`src/hw/rcb_pkg.sv`:
```
// Constants, types and BCD helpers for the battery-backed calendar clock
package rcb_pkg;
  // Synchronised pin positions
  localparam int PIN_N     = 8;
  localparam int PIN_XTAL  = 0;
  localparam int PIN_OSC   = 1;
  localparam int PIN_LPRC  = 2;
  localparam int PIN_FEXT  = 3;
  localparam int PIN_REF   = 4;
  localparam int PIN_TAMP0 = 5;
  localparam int PIN_TS    = 7;
  // Sizes
  localparam int BKP_N   = 5;
  localparam int BKP_W   = 32;
  localparam int SHIFT_W = 15;
  localparam int WUT_W   = 17;
  localparam int CAL_W   = 20;
  // Fast external clock divided by 32: terminal count
  localparam logic [4:0] FEXT_LAST = 5'h1F;
  // Pulses inserted per calibration window when adding
  localparam logic [9:0] CAL_ADD = 10'h200;
  // Reference edges per second, minus one
  localparam logic [5:0] REF50_LAST = 6'h31;
  localparam logic [5:0] REF60_LAST = 6'h3B;
  // BCD limits and reset values
  localparam logic [7:0] BCD_ZERO  = 8'h00;
  localparam logic [7:0] BCD_ONE   = 8'h01;
  localparam logic [7:0] SEC_LAST  = 8'h59;
  localparam logic [7:0] H24_LAST  = 8'h23;
  localparam logic [7:0] H12_TOP   = 8'h12;
  localparam logic [7:0] H12_FLIP  = 8'h11;
  localparam logic [7:0] MON_LAST  = 8'h12;
  localparam logic [7:0] MON_FEB   = 8'h02;
  localparam logic [7:0] DAYS_28   = 8'h28;
  localparam logic [7:0] DAYS_29   = 8'h29;
  localparam logic [7:0] DAYS_30   = 8'h30;
  localparam logic [7:0] DAYS_31   = 8'h31;
  localparam logic [2:0] WDAY_ONE  = 3'h1;
  localparam logic [2:0] WDAY_LAST = 3'h7;
  // Clock source selection
  typedef enum logic [1:0] {
    CS_XTAL = 2'b00, CS_OSC = 2'b01, CS_LPRC = 2'b10, CS_FEXT = 2'b11
  } rcb_clksel_t;
  // Next BCD value, no wrap
  function automatic logic [7:0] rcb_bcd_inc(input logic [7:0] v);
    return (v[3:0] == 4'h9) ? {v[7:4] + 4'h1, 4'h0} : {v[7:4], v[3:0] + 4'h1};
  endfunction
  // Leap year from a two-digit BCD year
  function automatic logic rcb_leap(input logic [7:0] y);
    return y[4] ? (y[3:0] == 4'h2 || y[3:0] == 4'h6)
                : (y[3:0] == 4'h0 || y[3:0] == 4'h4 || y[3:0] == 4'h8);
  endfunction
  // Last date of a month, BCD
  function automatic logic [7:0] rcb_dim(input logic [7:0] m, input logic [7:0] y);
    if (m == MON_FEB) return rcb_leap(y) ? DAYS_29 : DAYS_28;
    if (m == 8'h04 || m == 8'h06 || m == 8'h09 || m == 8'h11) return DAYS_30;
    return DAYS_31;
  endfunction
endpackage

```
`src/hw/rcb_clock.sv`:
```
// Calendar clock with backup store, alarms, wakeup timer, tamper and timestamp
`timescale 1ns/1ps
module rcb_clock
  import rcb_pkg::*;
#(
  parameter int APRE_W = 7,
  parameter int SPRE_W = 15
) (
  input  wire logic              i_clock,
  input  wire logic              i_reset,
  input  wire logic              i_xtal_pin,
  input  wire logic              i_osc_pin,
  input  wire logic              i_lprc_pin,
  input  wire logic              i_fext_pin,
  input  wire logic              i_ref_pin,
  input  wire logic [1:0]        i_tamp_pin,
  input  wire logic              i_ts_pin,
  input  wire logic [1:0]        i_clk_sel,
  input  wire logic [APRE_W-1:0] i_apre_div,
  input  wire logic [SPRE_W-1:0] i_spre_div,
  input  wire logic [8:0]        i_cal_minus,
  input  wire logic              i_cal_plus,
  input  wire logic              i_shift_go,
  input  wire logic              i_shift_add1s,
  input  wire logic [SHIFT_W-1:0] i_shift_subfs,
  input  wire logic              i_ref_en,
  input  wire logic              i_ref_50,
  input  wire logic              i_init,
  input  wire logic              i_fmt12,
  input  wire logic [7:0]        i_set_sec,
  input  wire logic [7:0]        i_set_min,
  input  wire logic [7:0]        i_set_hour,
  input  wire logic              i_set_pm,
  input  wire logic [2:0]        i_set_wday,
  input  wire logic [7:0]        i_set_date,
  input  wire logic [7:0]        i_set_mon,
  input  wire logic [7:0]        i_set_year,
  input  wire logic [1:0]        i_alm_en,
  input  wire logic [1:0][3:0]   i_alm_mask,
  input  wire logic [1:0][7:0]   i_alm_sec,
  input  wire logic [1:0][7:0]   i_alm_min,
  input  wire logic [1:0][7:0]   i_alm_hour,
  input  wire logic [1:0][7:0]   i_alm_date,
  input  wire logic [1:0]        i_alm_clr,
  input  wire logic              i_wut_en,
  input  wire logic              i_wut_fast,
  input  wire logic [WUT_W-1:0]  i_wut_reload,
  input  wire logic              i_wut_clr,
  input  wire logic [1:0]        i_tamp_en,
  input  wire logic [1:0]        i_tamp_filt,
  input  wire logic              i_tamp_ts,
  input  wire logic [1:0]        i_tamp_clr,
  input  wire logic              i_ts_en,
  input  wire logic              i_ts_clr,
  input  wire logic              i_bkp_we,
  input  wire logic [2:0]        i_bkp_idx,
  input  wire logic [BKP_W-1:0]  i_bkp_wdata,
  input  wire logic [2:0]        i_bkp_ridx,
  output logic [BKP_W-1:0]       o_bkp_rdata,
  output logic [SPRE_W-1:0]      o_subsec,
  output logic [7:0]             o_sec,
  output logic [7:0]             o_min,
  output logic [7:0]             o_hour,
  output logic                   o_pm,
  output logic [2:0]             o_wday,
  output logic [7:0]             o_date,
  output logic [7:0]             o_mon,
  output logic [7:0]             o_year,
  output logic                   o_shift_busy,
  output logic [1:0]             o_alm_flag,
  output logic                   o_wut_flag,
  output logic [1:0]             o_tamp_flag,
  output logic                   o_ts_flag,
  output logic                   o_ts_ovf,
  output logic [31:0]            o_ts_time,
  output logic                   o_wakeup
);
  // Refuse prescaler widths the chain cannot serve
  if (APRE_W < 1 || APRE_W > 16 || SPRE_W < 1 || SPRE_W > 16) begin : g_chk
    $error("rcb_clock: prescaler width out of range");
  end

  // Pin synchronisers and qualified levels
  logic [PIN_N-1:0] s1_q, s2_q, s3_q, stab_q;
  logic [PIN_N-1:0] pins_w, stab_d, rise_w;
  assign pins_w = {i_ts_pin, i_tamp_pin, i_ref_pin, i_fext_pin,
                   i_lprc_pin, i_osc_pin, i_xtal_pin};
  // A level changes once the second and third stages agree
  assign stab_d = (s2_q & s3_q) | (stab_q & (s2_q | s3_q));
  assign rise_w = stab_d & ~stab_q;
  // Three-stage capture of all pins
  always_ff @(posedge i_clock) begin
    if (i_reset) begin
      s1_q   <= '0;
      s2_q   <= '0;
      s3_q   <= '0;
      stab_q <= '0;
    end else begin
      s1_q   <= pins_w;
      s2_q   <= s1_q;
      s3_q   <= s2_q;
      stab_q <= stab_d;
    end
  end

  // Source selection; fast external clock is divided by 32
  logic [4:0] fdiv_q;
  logic       fext_tick, raw_tick;
  assign fext_tick = rise_w[PIN_FEXT] && fdiv_q == FEXT_LAST;
  assign raw_tick  = (i_clk_sel == CS_FEXT) ? fext_tick : rise_w[i_clk_sel];

  // Calibration window: mask pulses, optionally insert 512
  logic [CAL_W-1:0] cal_cnt_q;
  logic [9:0]       ins_q;
  logic             cal_mask, ins_fire, cal_tick;
  assign cal_mask = raw_tick && cal_cnt_q < {11'h000, i_cal_minus};
  assign ins_fire = !raw_tick && ins_q != 10'h000;
  assign cal_tick = (raw_tick && !cal_mask) || ins_fire;

  // Prescalers, shift and reference
  logic [APRE_W-1:0]  apre_q;
  logic [SPRE_W-1:0]  spre_q;
  logic [SHIFT_W-1:0] shf_q;
  logic [5:0]         ref_q;
  logic               ck_apre, pre_sec, ref_sec, add1s, sec_tick, tick_q;
  assign ck_apre  = cal_tick && apre_q == '0;
  assign pre_sec  = ck_apre && shf_q == '0 && spre_q == '0;
  assign ref_sec  = rise_w[PIN_REF] && ref_q == (i_ref_50 ? REF50_LAST : REF60_LAST);
  assign add1s    = i_shift_go && i_shift_add1s && shf_q == '0;
  assign sec_tick = !i_init && ((i_ref_en ? ref_sec : pre_sec) || add1s);

  // Clock chain registers
  always_ff @(posedge i_clock) begin
    if (i_reset) begin
      fdiv_q    <= '0;
      cal_cnt_q <= '0;
      ins_q     <= '0;
      apre_q    <= '0;
      spre_q    <= '0;
      shf_q     <= '0;
      ref_q     <= '0;
      tick_q    <= 1'b0;
    end else begin
      tick_q <= sec_tick;
      // Divide-by-32 counter
      if (rise_w[PIN_FEXT]) begin
        fdiv_q <= fdiv_q + 5'h01;
      end
      // Window of 2^20 source pulses
      if (raw_tick) begin
        cal_cnt_q <= cal_cnt_q + 1'b1;
      end
      // Load insert budget at window start, spend it on idle cycles
      if (raw_tick && cal_cnt_q == '0 && i_cal_plus) begin
        ins_q <= CAL_ADD;
      end else if (ins_fire) begin
        ins_q <= ins_q - 10'h001;
      end
      // Shift delays the chain by swallowing prescaled pulses
      if (i_shift_go && shf_q == '0) begin
        shf_q <= i_shift_subfs;
      end else if (ck_apre && shf_q != '0) begin
        shf_q <= shf_q - 1'b1;
      end
      // Prescalers reload from software values
      if (i_init) begin
        apre_q <= i_apre_div;
        spre_q <= i_spre_div;
      end else begin
        if (cal_tick) begin
          apre_q <= (apre_q == '0) ? i_apre_div : apre_q - 1'b1;
        end
        if (ck_apre && shf_q == '0) begin
          spre_q <= (spre_q == '0) ? i_spre_div : spre_q - 1'b1;
        end
      end
      // Reference edge counter
      if (!i_ref_en || i_init) begin
        ref_q <= '0;
      end else if (rise_w[PIN_REF]) begin
        ref_q <= ref_sec ? 6'h00 : ref_q + 6'h01;
      end
    end
  end

  // Calendar state
  logic [7:0] sec_q, min_q, hour_q, date_q, mon_q, year_q;
  logic [2:0] wday_q;
  logic       pm_q;
  logic       sec_wrap, min_wrap, hour_top, day_roll, date_wrap, mon_wrap;
  assign sec_wrap  = sec_q == SEC_LAST;
  assign min_wrap  = min_q == SEC_LAST;
  assign hour_top  = i_fmt12 ? (hour_q == H12_FLIP && pm_q) : hour_q == H24_LAST;
  assign day_roll  = sec_wrap && min_wrap && hour_top;
  assign date_wrap = date_q == rcb_dim(mon_q, year_q);
  assign mon_wrap  = mon_q == MON_LAST;

  // BCD calendar advance on each second
  always_ff @(posedge i_clock) begin
    if (i_reset) begin
      sec_q  <= BCD_ZERO;
      min_q  <= BCD_ZERO;
      hour_q <= BCD_ZERO;
      pm_q   <= 1'b0;
      wday_q <= WDAY_ONE;
      date_q <= BCD_ONE;
      mon_q  <= BCD_ONE;
      year_q <= BCD_ZERO;
    end else if (i_init) begin
      sec_q  <= i_set_sec;
      min_q  <= i_set_min;
      hour_q <= i_set_hour;
      pm_q   <= i_set_pm;
      wday_q <= i_set_wday;
      date_q <= i_set_date;
      mon_q  <= i_set_mon;
      year_q <= i_set_year;
    end else if (sec_tick) begin
      sec_q <= sec_wrap ? BCD_ZERO : rcb_bcd_inc(sec_q);
      if (sec_wrap) begin
        min_q <= min_wrap ? BCD_ZERO : rcb_bcd_inc(min_q);
      end
      if (sec_wrap && min_wrap) begin
        if (i_fmt12) begin
          hour_q <= (hour_q == H12_TOP) ? BCD_ONE : rcb_bcd_inc(hour_q);
          pm_q   <= pm_q ^ (hour_q == H12_FLIP);
        end else begin
          hour_q <= hour_top ? BCD_ZERO : rcb_bcd_inc(hour_q);
        end
      end
      if (day_roll) begin
        wday_q <= (wday_q == WDAY_LAST) ? WDAY_ONE : wday_q + 3'h1;
        date_q <= date_wrap ? BCD_ONE : rcb_bcd_inc(date_q);
        if (date_wrap) begin
          mon_q <= mon_wrap ? BCD_ONE : rcb_bcd_inc(mon_q);
        end
        if (date_wrap && mon_wrap) begin
          year_q <= rcb_bcd_inc(year_q) == 8'hA0 ? BCD_ZERO : rcb_bcd_inc(year_q);
        end
      end
    end
  end

  // Alarms and tamper channels
  logic [1:0] alm_q, alm_hit, tamp_q, tev_w;
  logic [1:0][3:0] tcnt_q;
  for (genvar g = 0; g < 2; g++) begin : g_ch
    // Fields compared after each calendar update, masked fields always match
    assign alm_hit[g] = i_alm_en[g] && tick_q
                        && (i_alm_mask[g][0] || sec_q == i_alm_sec[g])
                        && (i_alm_mask[g][1] || min_q == i_alm_min[g])
                        && (i_alm_mask[g][2] || hour_q == i_alm_hour[g])
                        && (i_alm_mask[g][3] || date_q == i_alm_date[g]);
    logic       lvl;
    logic [3:0] lim;
    assign lvl = stab_q[PIN_TAMP0+g];
    assign lim = 4'h1 << i_tamp_filt;
    // Filter off: edge; on: level held for 2, 4 or 8 prescaled samples
    assign tev_w[g] = i_tamp_en[g] && ((i_tamp_filt == 2'b00) ? rise_w[PIN_TAMP0+g]
                      : (ck_apre && lvl && tcnt_q[g] == lim - 4'h1));
    // Flags: a new event wins over a clear
    always_ff @(posedge i_clock) begin
      if (i_reset) begin
        alm_q[g]  <= 1'b0;
        tamp_q[g] <= 1'b0;
        tcnt_q[g] <= '0;
      end else begin
        alm_q[g]  <= alm_hit[g] || (alm_q[g] && !i_alm_clr[g]);
        tamp_q[g] <= tev_w[g] || (tamp_q[g] && !i_tamp_clr[g]);
        if (!lvl) begin
          tcnt_q[g] <= '0;
        end else if (ck_apre && tcnt_q[g] != lim) begin
          tcnt_q[g] <= tcnt_q[g] + 4'h1;
        end
      end
    end
  end

  // Timestamp, wakeup counter and wake line
  logic             ts_ev, wut_tick, wut_hit, ts_q, ovf_q, wut_q, wake_q;
  logic [WUT_W-1:0] wut_cnt_q;
  logic [31:0]      ts_time_q;
  assign ts_ev    = (i_ts_en && rise_w[PIN_TS]) || (i_tamp_ts && tev_w != 2'b00);
  assign wut_tick = i_wut_en && (i_wut_fast ? ck_apre : sec_tick);
  assign wut_hit  = wut_tick && wut_cnt_q == '0;
  always_ff @(posedge i_clock) begin
    if (i_reset) begin
      ts_q      <= 1'b0;
      ovf_q     <= 1'b0;
      ts_time_q <= '0;
      wut_q     <= 1'b0;
      wut_cnt_q <= '0;
      wake_q    <= 1'b0;
    end else begin
      ts_q  <= ts_ev || (ts_q && !i_ts_clr);
      ovf_q <= (ts_ev && ts_q && !i_ts_clr) || (ovf_q && !i_ts_clr);
      if (ts_ev && !(ts_q && !i_ts_clr)) begin
        ts_time_q <= {hour_q, min_q, sec_q, date_q};
      end
      if (!i_wut_en) begin
        wut_cnt_q <= i_wut_reload;
      end else if (wut_tick) begin
        wut_cnt_q <= wut_hit ? i_wut_reload : wut_cnt_q - 1'b1;
      end
      wut_q  <= wut_hit || (wut_q && !i_wut_clr);
      wake_q <= alm_q != 2'b00 || tamp_q != 2'b00 || ts_q || wut_q;
    end
  end

  // Backup store: deliberately outside every reset
  logic [BKP_N-1:0][BKP_W-1:0] bkp_q;
  logic [BKP_W-1:0]            bkp_rd_q;
  always_ff @(posedge i_clock) begin
    if (i_bkp_we && i_bkp_idx < 3'(BKP_N)) begin
      bkp_q[i_bkp_idx] <= i_bkp_wdata;
    end
    bkp_rd_q <= (i_bkp_ridx < 3'(BKP_N)) ? bkp_q[i_bkp_ridx] : '0;
  end

  assign o_bkp_rdata  = bkp_rd_q;
  assign o_subsec     = spre_q;
  assign o_sec        = sec_q;
  assign o_min        = min_q;
  assign o_hour       = hour_q;
  assign o_pm         = pm_q;
  assign o_wday       = wday_q;
  assign o_date       = date_q;
  assign o_mon        = mon_q;
  assign o_year       = year_q;
  assign o_shift_busy = shf_q != '0;
  assign o_alm_flag   = alm_q;
  assign o_wut_flag   = wut_q;
  assign o_tamp_flag  = tamp_q;
  assign o_ts_flag    = ts_q;
  assign o_ts_ovf     = ovf_q;
  assign o_ts_time    = ts_time_q;
  assign o_wakeup     = wake_q;

  // Checks
  AST_BKP_WRITE: assert property (@(posedge i_clock) i_bkp_we && i_bkp_idx == 3'h0
    |=> bkp_q[0] == $past(i_bkp_wdata)) else $error("backup write lost");
  // Case equality: words never written hold no defined value yet must not move
  AST_BKP_KEEP: assert property (@(posedge i_clock) i_reset && !i_bkp_we
    |=> bkp_q === $past(bkp_q)) else $error("backup changed by reset");
  AST_SEC_WRAP: assert property (@(posedge i_clock) disable iff (i_reset)
    sec_tick && sec_wrap && !min_wrap |=> sec_q == BCD_ZERO && min_q == rcb_bcd_inc($past(min_q)))
    else $error("second rollover wrong");
  AST_MONTH_END: assert property (@(posedge i_clock) disable iff (i_reset)
    sec_tick && day_roll && date_wrap |=> date_q == BCD_ONE && mon_q != $past(mon_q))
    else $error("month end wrong");
  AST_REF_SEC: assert property (@(posedge i_clock) disable iff (i_reset)
    sec_tick && i_ref_en && !add1s |-> rise_w[PIN_REF]) else $error("reference second");
  AST_ALM_WAKE: assert property (@(posedge i_clock) disable iff (i_reset)
    alm_hit[0] |=> alm_q[0] ##1 o_wakeup) else $error("alarm did not wake");
  AST_SHIFT: assert property (@(posedge i_clock) disable iff (i_reset)
    i_shift_go && !o_shift_busy && i_shift_subfs != '0 |=> o_shift_busy)
    else $error("shift not taken");
  AST_CAL_MASK: assert property (@(posedge i_clock) disable iff (i_reset)
    cal_mask && !i_init |=> spre_q == $past(spre_q) && apre_q == $past(apre_q))
    else $error("masked pulse passed");
  AST_TAMP_TS: assert property (@(posedge i_clock) disable iff (i_reset)
    tev_w[0] && i_tamp_ts |=> tamp_q[0] && ts_q) else $error("tamper timestamp");
  AST_WUT: assert property (@(posedge i_clock) disable iff (i_reset)
    wut_hit |=> wut_q && wut_cnt_q == $past(i_wut_reload) ##1 o_wakeup)
    else $error("wakeup counter");
  AST_PRE_SEC: assert property (@(posedge i_clock) disable iff (i_reset)
    pre_sec && !i_ref_en && !i_init |=> sec_q != $past(sec_q))
    else $error("prescaler second lost");
  COV_ALARM: cover property (@(posedge i_clock) disable iff (i_reset) alm_hit[1]);
  COV_LEAP: cover property (@(posedge i_clock) disable iff (i_reset)
    sec_tick && day_roll && date_wrap && date_q == DAYS_29);
  COV_TS: cover property (@(posedge i_clock) disable iff (i_reset) ts_ev && ts_q);
endmodule

```
`config.mk`:
```
export PLATFORM = sky130hd
export DESIGN_NAME = rcb_clock
export DESIGN_NICKNAME = d
export VERILOG_FILES = /design/src/hw/rcb_pkg.sv /design/src/hw/rcb_clock.sv
export SDC_FILE = /design/constraint.sdc
export NUM_CORES = 1
export LEC_CHECK = 0
export ABC_CLOCK_PERIOD_IN_PS = 4500
export BUFFER_PORTS_ARGS = -buffer_cell sky130_fd_sc_hd__buf_2
export CORE_UTILIZATION = 50
export DETAILED_ROUTE_END_ITERATION = 8
export PLACE_DENSITY = 0.73
export SYNTH_ARGS = -nofsm -noshare
export SYNTH_HDL_FRONTEND = slang
export SYNTH_SLANG_ARGS = --single-unit
```
`constraint.sdc`:
```
create_clock -name i_clock -period 4.5 [get_ports i_clock]
set_input_delay 0.675 -clock i_clock [delete_from_list [all_inputs] [get_ports i_clock]]
set_output_delay 0.675 -clock i_clock [all_outputs]
set_load 0.005 [all_outputs]
```
Word-level counts from Yosys, hierarchy flattened
Cells that the tools add are included.
{"block": "totals", "input_bits": 261, "reg_bits": 420, "out_inout_bits": 140}
{"block": "op_classes", "n_addsub": 24, "shift": 1, "mux": 78, "magnitude_cmp": 7, "n_reduce_logical": 133, "bitwise_logic": 9, "n_eq_ne": 40}
{"operator": "$mux W8", "count": 37}
{"operator": "$bwmux W160", "count": 1}
{"operator": "$bmux W32 S3", "count": 1}
{"operator": "$demux W32 S3", "count": 1}
{"operator": "$mux W15", "count": 5}
{"operator": "$eq A8 B8 Y1", "count": 9}
{"operator": "$mux W32", "count": 2}
{"operator": "$add A4 B1 Y4 const B", "count": 14}
{"operator": "$logic_and A1 B1 Y1", "count": 53}
{"operator": "$mux W17", "count": 3}
{"operator": "$eq A8 B5 Y1 const B", "count": 4}
{"operator": "$logic_not A15 Y1", "count": 2}
{"operator": "$sub A15 B1 Y15 const B", "count": 2}
{"operator": "$eq A4 B4 Y1 const B", "count": 7}
{"operator": "$logic_or A1 B1 Y1", "count": 28}
{"operator": "$reduce_bool A2 Y1", "count": 14}
{"operator": "$and A8 B8 Y8", "count": 3}
{"operator": "$mux W7", "count": 3}
{"operator": "$add A20 B1 Y20 const B", "count": 1}
{"operator": "$logic_not A20 Y1", "count": 1}
{"operator": "$lt A20 B9 Y1", "count": 1}
{"operator": "$mux W10", "count": 2}
{"operator": "$logic_not A17 Y1", "count": 1}
{"operator": "$sub A17 B1 Y17 const B", "count": 1}
{"operator": "other kinds (46)", "count": 96}

Longest topological paths before layout
Gate-level depths: netlist of the first run.
{"block": "logic_depth", "ltp_word": 23, "mapped_depth": 12, "mapped_depth_nobuf": 11}

Worst setup path after synthesis of the first run
OpenSTA, ideal clock, no wires.
{"block": "synth_path", "path_kind": "input-to-reg", "startpoint": "input port i_bkp_idx[0]", "endpoint": "register bkp_q[128] (netlist name) (enable)", "path_stages": 2, "arrival_ns": 3.228, "n_path_buf": 0, "slack_ns": 0.804, "cell_sequence": "nand2b_1 nor3b_1"}
{"block": "synth_via", "elab_chain_cells": 2}
{"element": "from (decl)", "line_no": "rcb_clock.sv:56", "source": "input wire logic [2:0] i_bkp_idx,"}
{"element": "$lt A3 B3 Y1", "line_no": "rcb_clock.sv:314", "source": "if (i_bkp_we && i_bkp_idx < 3'(BKP_N)) begin"}
{"element": "$logic_and A1 B1 Y1", "line_no": "rcb_clock.sv:314"}
{"element": "to (signal, indexed assignment)", "line_no": "rcb_clock.sv:315", "source": "bkp_q[i_bkp_idx] <= i_bkp_wdata;"}
{"element": "to (decl)", "line_no": "rcb_clock.sv:311", "source": "logic [BKP_N-1:0][BKP_W-1:0] bkp_q;"}
No other way between the ends.
A chain may end at the register's enable or synchronous reset.

Worst setup path in the final report of the first run
{"block": "layout_path", "startpoint": "register shf_q[6]", "endpoint": "register date_q[4], in the netlist o_date[4]"}
{"block": "layout_via", "elab_chain_cells": 8, "elab_cells_between_ends": 9, "classes_between": "mux (1); reduce/logical (8)"}
{"element": "from (decl)", "line_no": "rcb_clock.sv:123", "source": "logic [SHIFT_W-1:0] shf_q;"}
{"element": "from (signal assigned)", "line_no": "rcb_clock.sv:161", "source": "shf_q <= i_shift_subfs;"}
{"element": "from (signal assigned)", "line_no": "rcb_clock.sv:163", "source": "shf_q <= shf_q - 1'b1;"}
{"element": "$logic_not A15 Y1 *", "line_no": "rcb_clock.sv:127, rcb_clock.sv:129"}
{"element": "$logic_and A1 B1 Y1 (2 in series)", "line_no": "rcb_clock.sv:127", "source": "assign pre_sec = ck_apre && shf_q == '0 && spre_q == '0;"}
{"element": "$mux W1", "line_no": "rcb_clock.sv:130", "source": "assign sec_tick = !i_init && ((i_ref_en ? ref_sec : pre_sec) || add1s);"}
{"element": "$logic_or A1 B1 Y1 *", "line_no": "rcb_clock.sv:130"}
{"element": "$logic_and A1 B1 Y1 *", "line_no": "rcb_clock.sv:130"}
{"element": "$reduce_bool A2 Y1 (no line) *"}
{"element": "$reduce_and A3 Y1 (no line) *"}
{"element": "to (signal assigned)", "line_no": "rcb_clock.sv:215", "source": "date_q <= i_set_date;"}
{"element": "to (signal assigned)", "line_no": "rcb_clock.sv:233", "source": "date_q <= date_wrap ? BCD_ONE : rcb_bcd_inc(date_q);"}
{"element": "to (decl)", "line_no": "rcb_clock.sv:187", "source": "logic [7:0] sec_q, min_q, hour_q, date_q, mon_q, year_q;"}
Mark *: on every way between the ends. The rest lies on a longest branch, timed or not.

==> results of run 1 <==
layer usage:
layer | routed length, um | global-route usage | up-vias | share of wire
met2 | 25900 | 0.449 | 635 | 0.48
li1 | - | - | 7594 | -
met1 | 22300 | 0.347 | 7604 | 0.41
met4 | 1500 | 0.107 | 18 | 0.028
met5 | 128 | 0 | - | 0.0024
met3 | 4360 | 0.0627 | 113 | 0.080
critical path: stages (launching register included):
cell and delay (ns):
dfxtp_1 0.34, or4_1 0.62, nor4_4 0.46, inv_2 0.14, or4b_4 0.58, a311o_4 0.46
a2111oi_4 0.70, a21oi_1 0.24, a221o_1 0.34
worst max path at each step:
stage / to / slack, ns / depth (start not counted)
after detailed placement: o_mon[7] / 0.45 / 12
after CTS: o_date[1] / 0.55 / 10
after global placement: o_mon[7] / 0.47 / 12
after floorplan: bkp_q[128] / 0.80 / 2
after global routing: o_date[2] / 0.35 / 9
final: o_date[4] / 0.49 / 8
power by group:
part	switching [W]	internal (W)	total (W)
Clock	0.00155	0.00240	0.00396
Sequential	0.000243	0.00420	0.00444
Combinational	0.00109	0.000755	0.00184
Total	0.00288	0.00736	0.0102
final cells by class:
class | count | area, um2
fill | 3044 | 14500
sequential | 420 | 10000
multi-input combinational | 1278 | 8520
timing repair buffer | 424 | 2200
clock buffer | 63 | 1240
tap | 511 | 639
clock inverter | 20 | 338
inverter | 90 | 338
antenna | 5 | 12.5
sequential cells by signal, indices dropped and copies added, names as in the netlist, 10 cells and up:
signal / flops
cal_cnt_q: 20
o_ts_time: 32
ins_q: 10
bkp_q: 160
o_bkp_rdata: 32
wut_cnt_q: 17
o_subsec: 15
shf_q: 15
kinds of logic after synthesis:
kind of cell | share of synthesized area
AND/OR/NAND/NOR | 0.178
flip-flops | 0.521
AO/OA/AOI/OAI | 0.123
buffers and inverters | 0.0367
XOR/XNOR | 0.0566
multiplexers | 0.0591
adder cells (fa/ha/maj) | 0.0254
per-stage QoR:
stage / utilization / instances / hold WS [ns]
2_1_floorplan: - / 1885 / 0.414
3_3_place_gp: 0.575 / 2723 / 0.420
3_5_place_dp: 0.575 / 2723 / 0.428
4_1_cts: 0.617 / 2806 / 0.270
5_1_grt: 0.617 / 2809 / 0.298
6_report: 0.617 / 2811 / 0.295
layout by cell type, fill, tap and decap left out, types with 27 or more instances in the layout:
cell	Yosys	layout
a21oi_1	98	98
buf_2	2	399
clkbuf_16	0	45
dfxtp_1	260	260
edfxtp_1	160	160
ha_1	39	39
inv_1	89	88
mux2i_1	39	39
mux4_2	32	32
nand2_1	155	155
nand3_1	44	44
nand4_1	27	27
nor2_1	184	182
nor2b_1	38	38
nor3_1	45	43
nor4_1	35	35
o21ai_0	125	125
or3_1	27	27
xnor2_1	28	28
xor2_1	96	96
==> metrics.yaml, run 1 <==
critical_path:
  crit_arrival_ns: 4.46
  rr_endpoint: "o_date[4]"
  path_class: "flip-flop to flip-flop"
  end_kind: "flip-flop"
  r2r_setup_slack_ns: 0.49
  cp_max_fo: 9
  crit_path_start: "shf_q[6]"
  worstPathRequired_ns: 4.96
  reg2reg_from: "shf_q[6]"
  critPathLaunchType: "flip-flop"
  r2r.worst_path.cells: 8
clocking:
  clkLatencyLatePin_ns: 0.58
  htreeDepth: 2
  cts.sinks: 420
  cts_setup_buffers: 0
  hold_buffers: 0
  cts_tree: "yes"
  cts_made_buffers: 45
  clkTransAtPathRegs_ns: 0.06
  clockBufferDepth: 3
  ctsRootBufferMaster: "clkbuf_16"
  cts_resized: 0
global_route:
  grt_max_degree: 70
  grt_pass1_wl_um: 83100
  grt_pass1_vias: 15300
  grt_overflow_total: 0
  track_usage: 0.272
  antenna_found_initial: 13
placed_design:
  place_ws_ns: 0.446
  place_area_um2: 21700
  port_buffers: 400
  dp_hpwl_um: 38700
  gp_congestion: 0.910
synth:
  synthArstFlopShare: 0
  synth.most_common_cell: "dfxtp_1"
  synth_edf_count: 160
  synth_ff_type: "dfxtp_1"
  syn-cell-area_um2: 19200
  avgSynthCellArea_um2: 10.2
  yosysSeqAreaShare: 0.521
  ys_types: 77
  synth_top_area_frac: 0.271
  synth_top_cell_by_area: "dfxtp_1"
  synth_area_leaders: "dfxtp_1 (27%), edfxtp_1 (25%), xor2_1 (4.4%)"
  synth_nets: 2185
  ys_ff_latch: 420
  ys_warn_count: 0
  synth_common_cells: "dfxtp_1 (260), nor2_1 (184), edfxtp_1 (160)"
  synthCells: 1885
route:
  vias_per_cell: 5.68
  via_count: 16000
  wl_per_cell_um: 19.3
  antenna_left: 0
  drtPass1Iterations: 8
  routed_wl_um: 54200
  drtIter0Drc: 1152
  drc: 0
floorplan:
  die_h_um: 198
  die_area_um2: 39200
  rows: 71
  ios: 401
  coreArea_um2: 37800
  dieWidth_um: 198
  start_util: 0.508
sta:
  slew_violations: 0
  period_share: 0.891
  max-slew-margin-rel: 0.187
  skew_ns: 0.0200
  finalSetupTns_ns: 0
  worst_pin_slew_ns: 1.21
  fin_crit_ns: 4.01
  rsz0062_at_grt: "false"
  fmax_mhz: 250
  fin_ws_ns: 0.492
  final_hold_viol_count: 0
  finalSetupViolations: 0
min_path:
  min_path_cells: 3
  holdPathEnd: "o_min[2]"
  hold_path.startpoint: "i_set_min[2]"
  hold_path_class: "primary input to flip-flop"
finish:
  syn2layout_area_growth_pct: 21.4
  design_area_um2: 23300
  fin_nets: 2559
  drive_gt1_frac: 0.247
pwr:
  ir_drop_mv: 0.351
  power_leakage_nw: 9.62
  powerDensity_nw_per_um2: 440
  p_total_w: 0.0102
run_status:
  status: "finished clean"
job:
  maxCapViolations: 0
(Power assumes the default switching activity.)
==> run 2: changes to the inputs <==
--- a/config.mk
+++ b/config.mk
@@ -7,9 +7,10 @@
 export LEC_CHECK = 0
 export ABC_CLOCK_PERIOD_IN_PS = 4500
 export BUFFER_PORTS_ARGS = -buffer_cell sky130_fd_sc_hd__buf_2
-export CORE_UTILIZATION = 50
+export CORE_UTILIZATION = 55
 export DETAILED_ROUTE_END_ITERATION = 8
-export PLACE_DENSITY = 0.73
+export HOLD_SLACK_MARGIN = 0.1
+export PLACE_DENSITY = 0.79
 export SYNTH_ARGS = -nofsm -noshare
 export SYNTH_HDL_FRONTEND = slang
 export SYNTH_SLANG_ARGS = --single-unit
==> run 2 against run 1 <==
  * Clock power decreased by 1%
  * Sequential power is essentially flat
  * Clock skew rose by 0.0058 ns
  * Wire length rose by 1.1%
  * Die area is 9.0% lower
  * Final area fell by 0.18%
  * Non-clock buffer count up 4
  * Hold slack better by 0.015 ns
  * Critical endpoint is now o_hour[5]
  * Largest cell class unchanged
  * Largest power group unchanged
  * Highest routed layer unchanged
==> metrics.yaml, run 2 (synthesis gave the netlist of run 1 again) <==
route:
  drtIter0Drc: 1219  # +5.8%
  drtPass1Iterations: 5  # -3
  vias_per_cell: 5.86  # +3.2%
  antenna_left: 0  # unchanged
  wl_per_cell_um: 19.8  # +2.9%
  via_count: 16200  # +1.4%
  routed_wl_um: 54800  # +1.1%
  drc: 0  # unchanged
finish:
  num-fill-cells: 2641  # -13%
  final_common_cell: "buf_2"
  instances_no_fill: 2762  # -1.7%
  syn2layout_area_growth_pct: 21.2
  multi_input_area_um2: 8520  # about the same
  largest_reg_flops: 160  # unchanged
  mostFrequentLayoutCells: "buf_2 (399), dfxtp_1 (260), nor2_1 (181)"
  ff_latch_area_um2: 10000  # unchanged
  largest-register: "bkp_q"
  drive_gt1_frac: 0.253  # +0.00555
  fin_nets: 2561  # +0.078%
critical_path:
  cp_max_fo: 10  # +1
  rr_endpoint: "o_hour[5]"
  slowest_stage: "a2111oi_4"
  worstPathRequired_ns: 4.89  # -0.07 ns
  crit_path_start: "shf_q[2]"
  end_kind: "flip-flop"
  path_cells: "or4_4 > nor4_4 > inv_2 > or4b_4 > a311o_4 > a2111oi_4 > nand2_1 > a32oi_1 > o31ai_1"
  worstSetupEndpoint: "o_hour[5]"
  critPathLaunchType: "flip-flop"
  crit_arrival_ns: 4.33  # -0.13 ns
  reg2reg_from: "shf_q[2]"
  r2r.worst_path.cells: 9  # +1
  max_stage_delay_ns: 0.71  # about the same
  r2r_setup_slack_ns: 0.56  # +0.07 ns
  path_class: "flip-flop to flip-flop"
sta:
  finalSetupViolations: 0  # unchanged
  hold_slack_ns: 0.310  # +0.0152 ns
  fin_ws_ns: 0.560  # +0.0675 ns
  worst_pin_slew_ns: 1.37  # +0.157 ns
  fin_crit_ns: 3.94  # -0.0675 ns
  fmax_mhz: 254  # +1.7%
  final_hold_viol_count: 0  # unchanged
  slew_violations: 0  # unchanged
  rsz0062_at_grt: "false"
  period_share: 0.876  # -0.0150
  skew_ns: 0.0259  # +0.00582 ns
  finalSetupTns_ns: 0  # unchanged
  max-slew-margin-rel: 0.0816  # -0.105
floorplan:
  rows: 68  # -4.2%
  die_h_um: 189  # -4.6%
  coreArea_um2: 34500  # -8.7%
  die_area_um2: 35700  # -9.0%
  start_util: 0.557  # +0.0486
  dieWidth_um: 189  # -4.6%
  ios: 401  # unchanged
pwr:
  p_int_w: 0.00729  # -0.91%
  seqPwrFrac: 0.435  # about the same
  p_comb_frac: 0.182  # +0.002
  power_leakage_nw: 9.62  # about the same
  powerDensity_nw_per_um2: 439  # -0.19%
  clockPowerShare: 0.383  # -0.003
  switching_share: 0.285  # +0.00388
  p_switching_w: 0.00291  # +1.0%
  ir_drop_mv: 0.417  # +19%
placed_design:
  dp_hpwl_um: 38700  # +0.17%
  dp_cells: 2671  # -1.9%
  port_buffers: 400  # unchanged
  place_ws_ns: 0.517  # +0.0712 ns
  gp_congestion: 0.927  # +1.9%
clocking:
  clkLatencyLatePin_ns: 0.55  # -0.03 ns
  clockBufferDepth: 3  # unchanged
  cts.sinks: 420  # unchanged
  cts_setup_buffers: 0  # unchanged
  cts_resized: 0  # unchanged
  htreeDepth: 2  # unchanged
  cts_tree: "yes"
  ctsRootBufferMaster: "clkbuf_16"
  clkTransAtPathRegs_ns: 0.06  # about the same
  cts_made_buffers: 43  # -4.4%
  hold_buffers: 0  # unchanged
global_route:
  grt_pass1_vias: 15300  # +0.085%
  grt_max_degree: 71  # +1.4%
  grt_overflow_total: 0  # unchanged
  track_usage: 0.300  # +0.0278
  grt_pass1_wl_um: 83500  # +0.51%
  antenna_found_initial: 14  # +1
min_path:
  hold_path_class: "primary input to flip-flop"
job:
  maxCapViolations: 0  # unchanged
run_status:
  status: "finished clean"
==> run 2: changes by cell type in the layout (fill, tap and decap cells not counted), sizes merged <==
cell,previous run,this run
clkinv,9,14
buf,424,428
clkinvlp,0,7
diode,5,11
inv,93,92
clkbuf,63,49
==> run 2: worst min path at each step <==
| stage | startpoint | to | slack (ns) | cells past startpoint |
|---|---|---|---|---|
| after floorplan | s1_q[0] | s2_q[0] | 0.41 | 1 |
| after global placement | s1_q[7] | s2_q[7] | 0.42 | 1 |
| after detailed placement | bkp_q[132] | o_bkp_rdata[4] | 0.43 | 2 |
| after CTS | i_ts_clr | o_ts_ovf | 0.29 | 2 |
| after global routing | i_ts_clr | o_ts_ovf | 0.31 | 2 |
| final | i_ts_clr | o_ts_ovf | 0.31 | 2 |
==> run 2: layer usage <==
metal,global-route usage,vias to the layer above,wire length (um)
met1,0.374,7771,21800
met4,0.133,12,2180
met5,0,-,71
met2,0.493,685,25800
li1,-,7594,-
met3,0.0749,129,4930
==> run 2: final cells by class <==
type                    instances  share of cell area
repair buffers                428              0.0958
diodes                         11             0.00118
flip-flops and latches        420               0.430
well taps                     455              0.0245
clock buffers                  49              0.0499
clock inverters                31              0.0174
multi-input cells            1278               0.366
inverters                      90              0.0145
==> run 2: power groups by stage <==
stage	Combinational, W	Clock, W	Sequential (W)
finish	0.00186	0.00391	0.00444
global route	0.00205	0.00408	0.00447
CTS	0.00184	0.00394	0.00443
detailed placement	0.00183	0	0.00451
global placement	0.00178	0	0.00449
floorplan	0.00126	0	0.00443
==> run 2: per-stage QoR <==
stage / util / total power (W) / area [um2]
finish: 0.675 / 0.0102 / 23300
global route: 0.675 / 0.0106 / 23200
CTS: 0.674 / 0.0102 / 23200
detailed placement: 0.629 / 0.00633 / 21700
global placement: 0.629 / 0.00627 / 21700
floorplan: - / 0.00569 / 19200
==> run 2: critical path: cells and delay by family (launching register included) <==
| kind | cells | cell delay, ns |
|---|---|---|
| buffers and inverters | 1 | 0.13 |
| AOI/OAI and AO/OA | 4 | 1.52 |
| and+or+nand+nor | 4 | 1.76 |
| DFF | 1 | 0.35 |
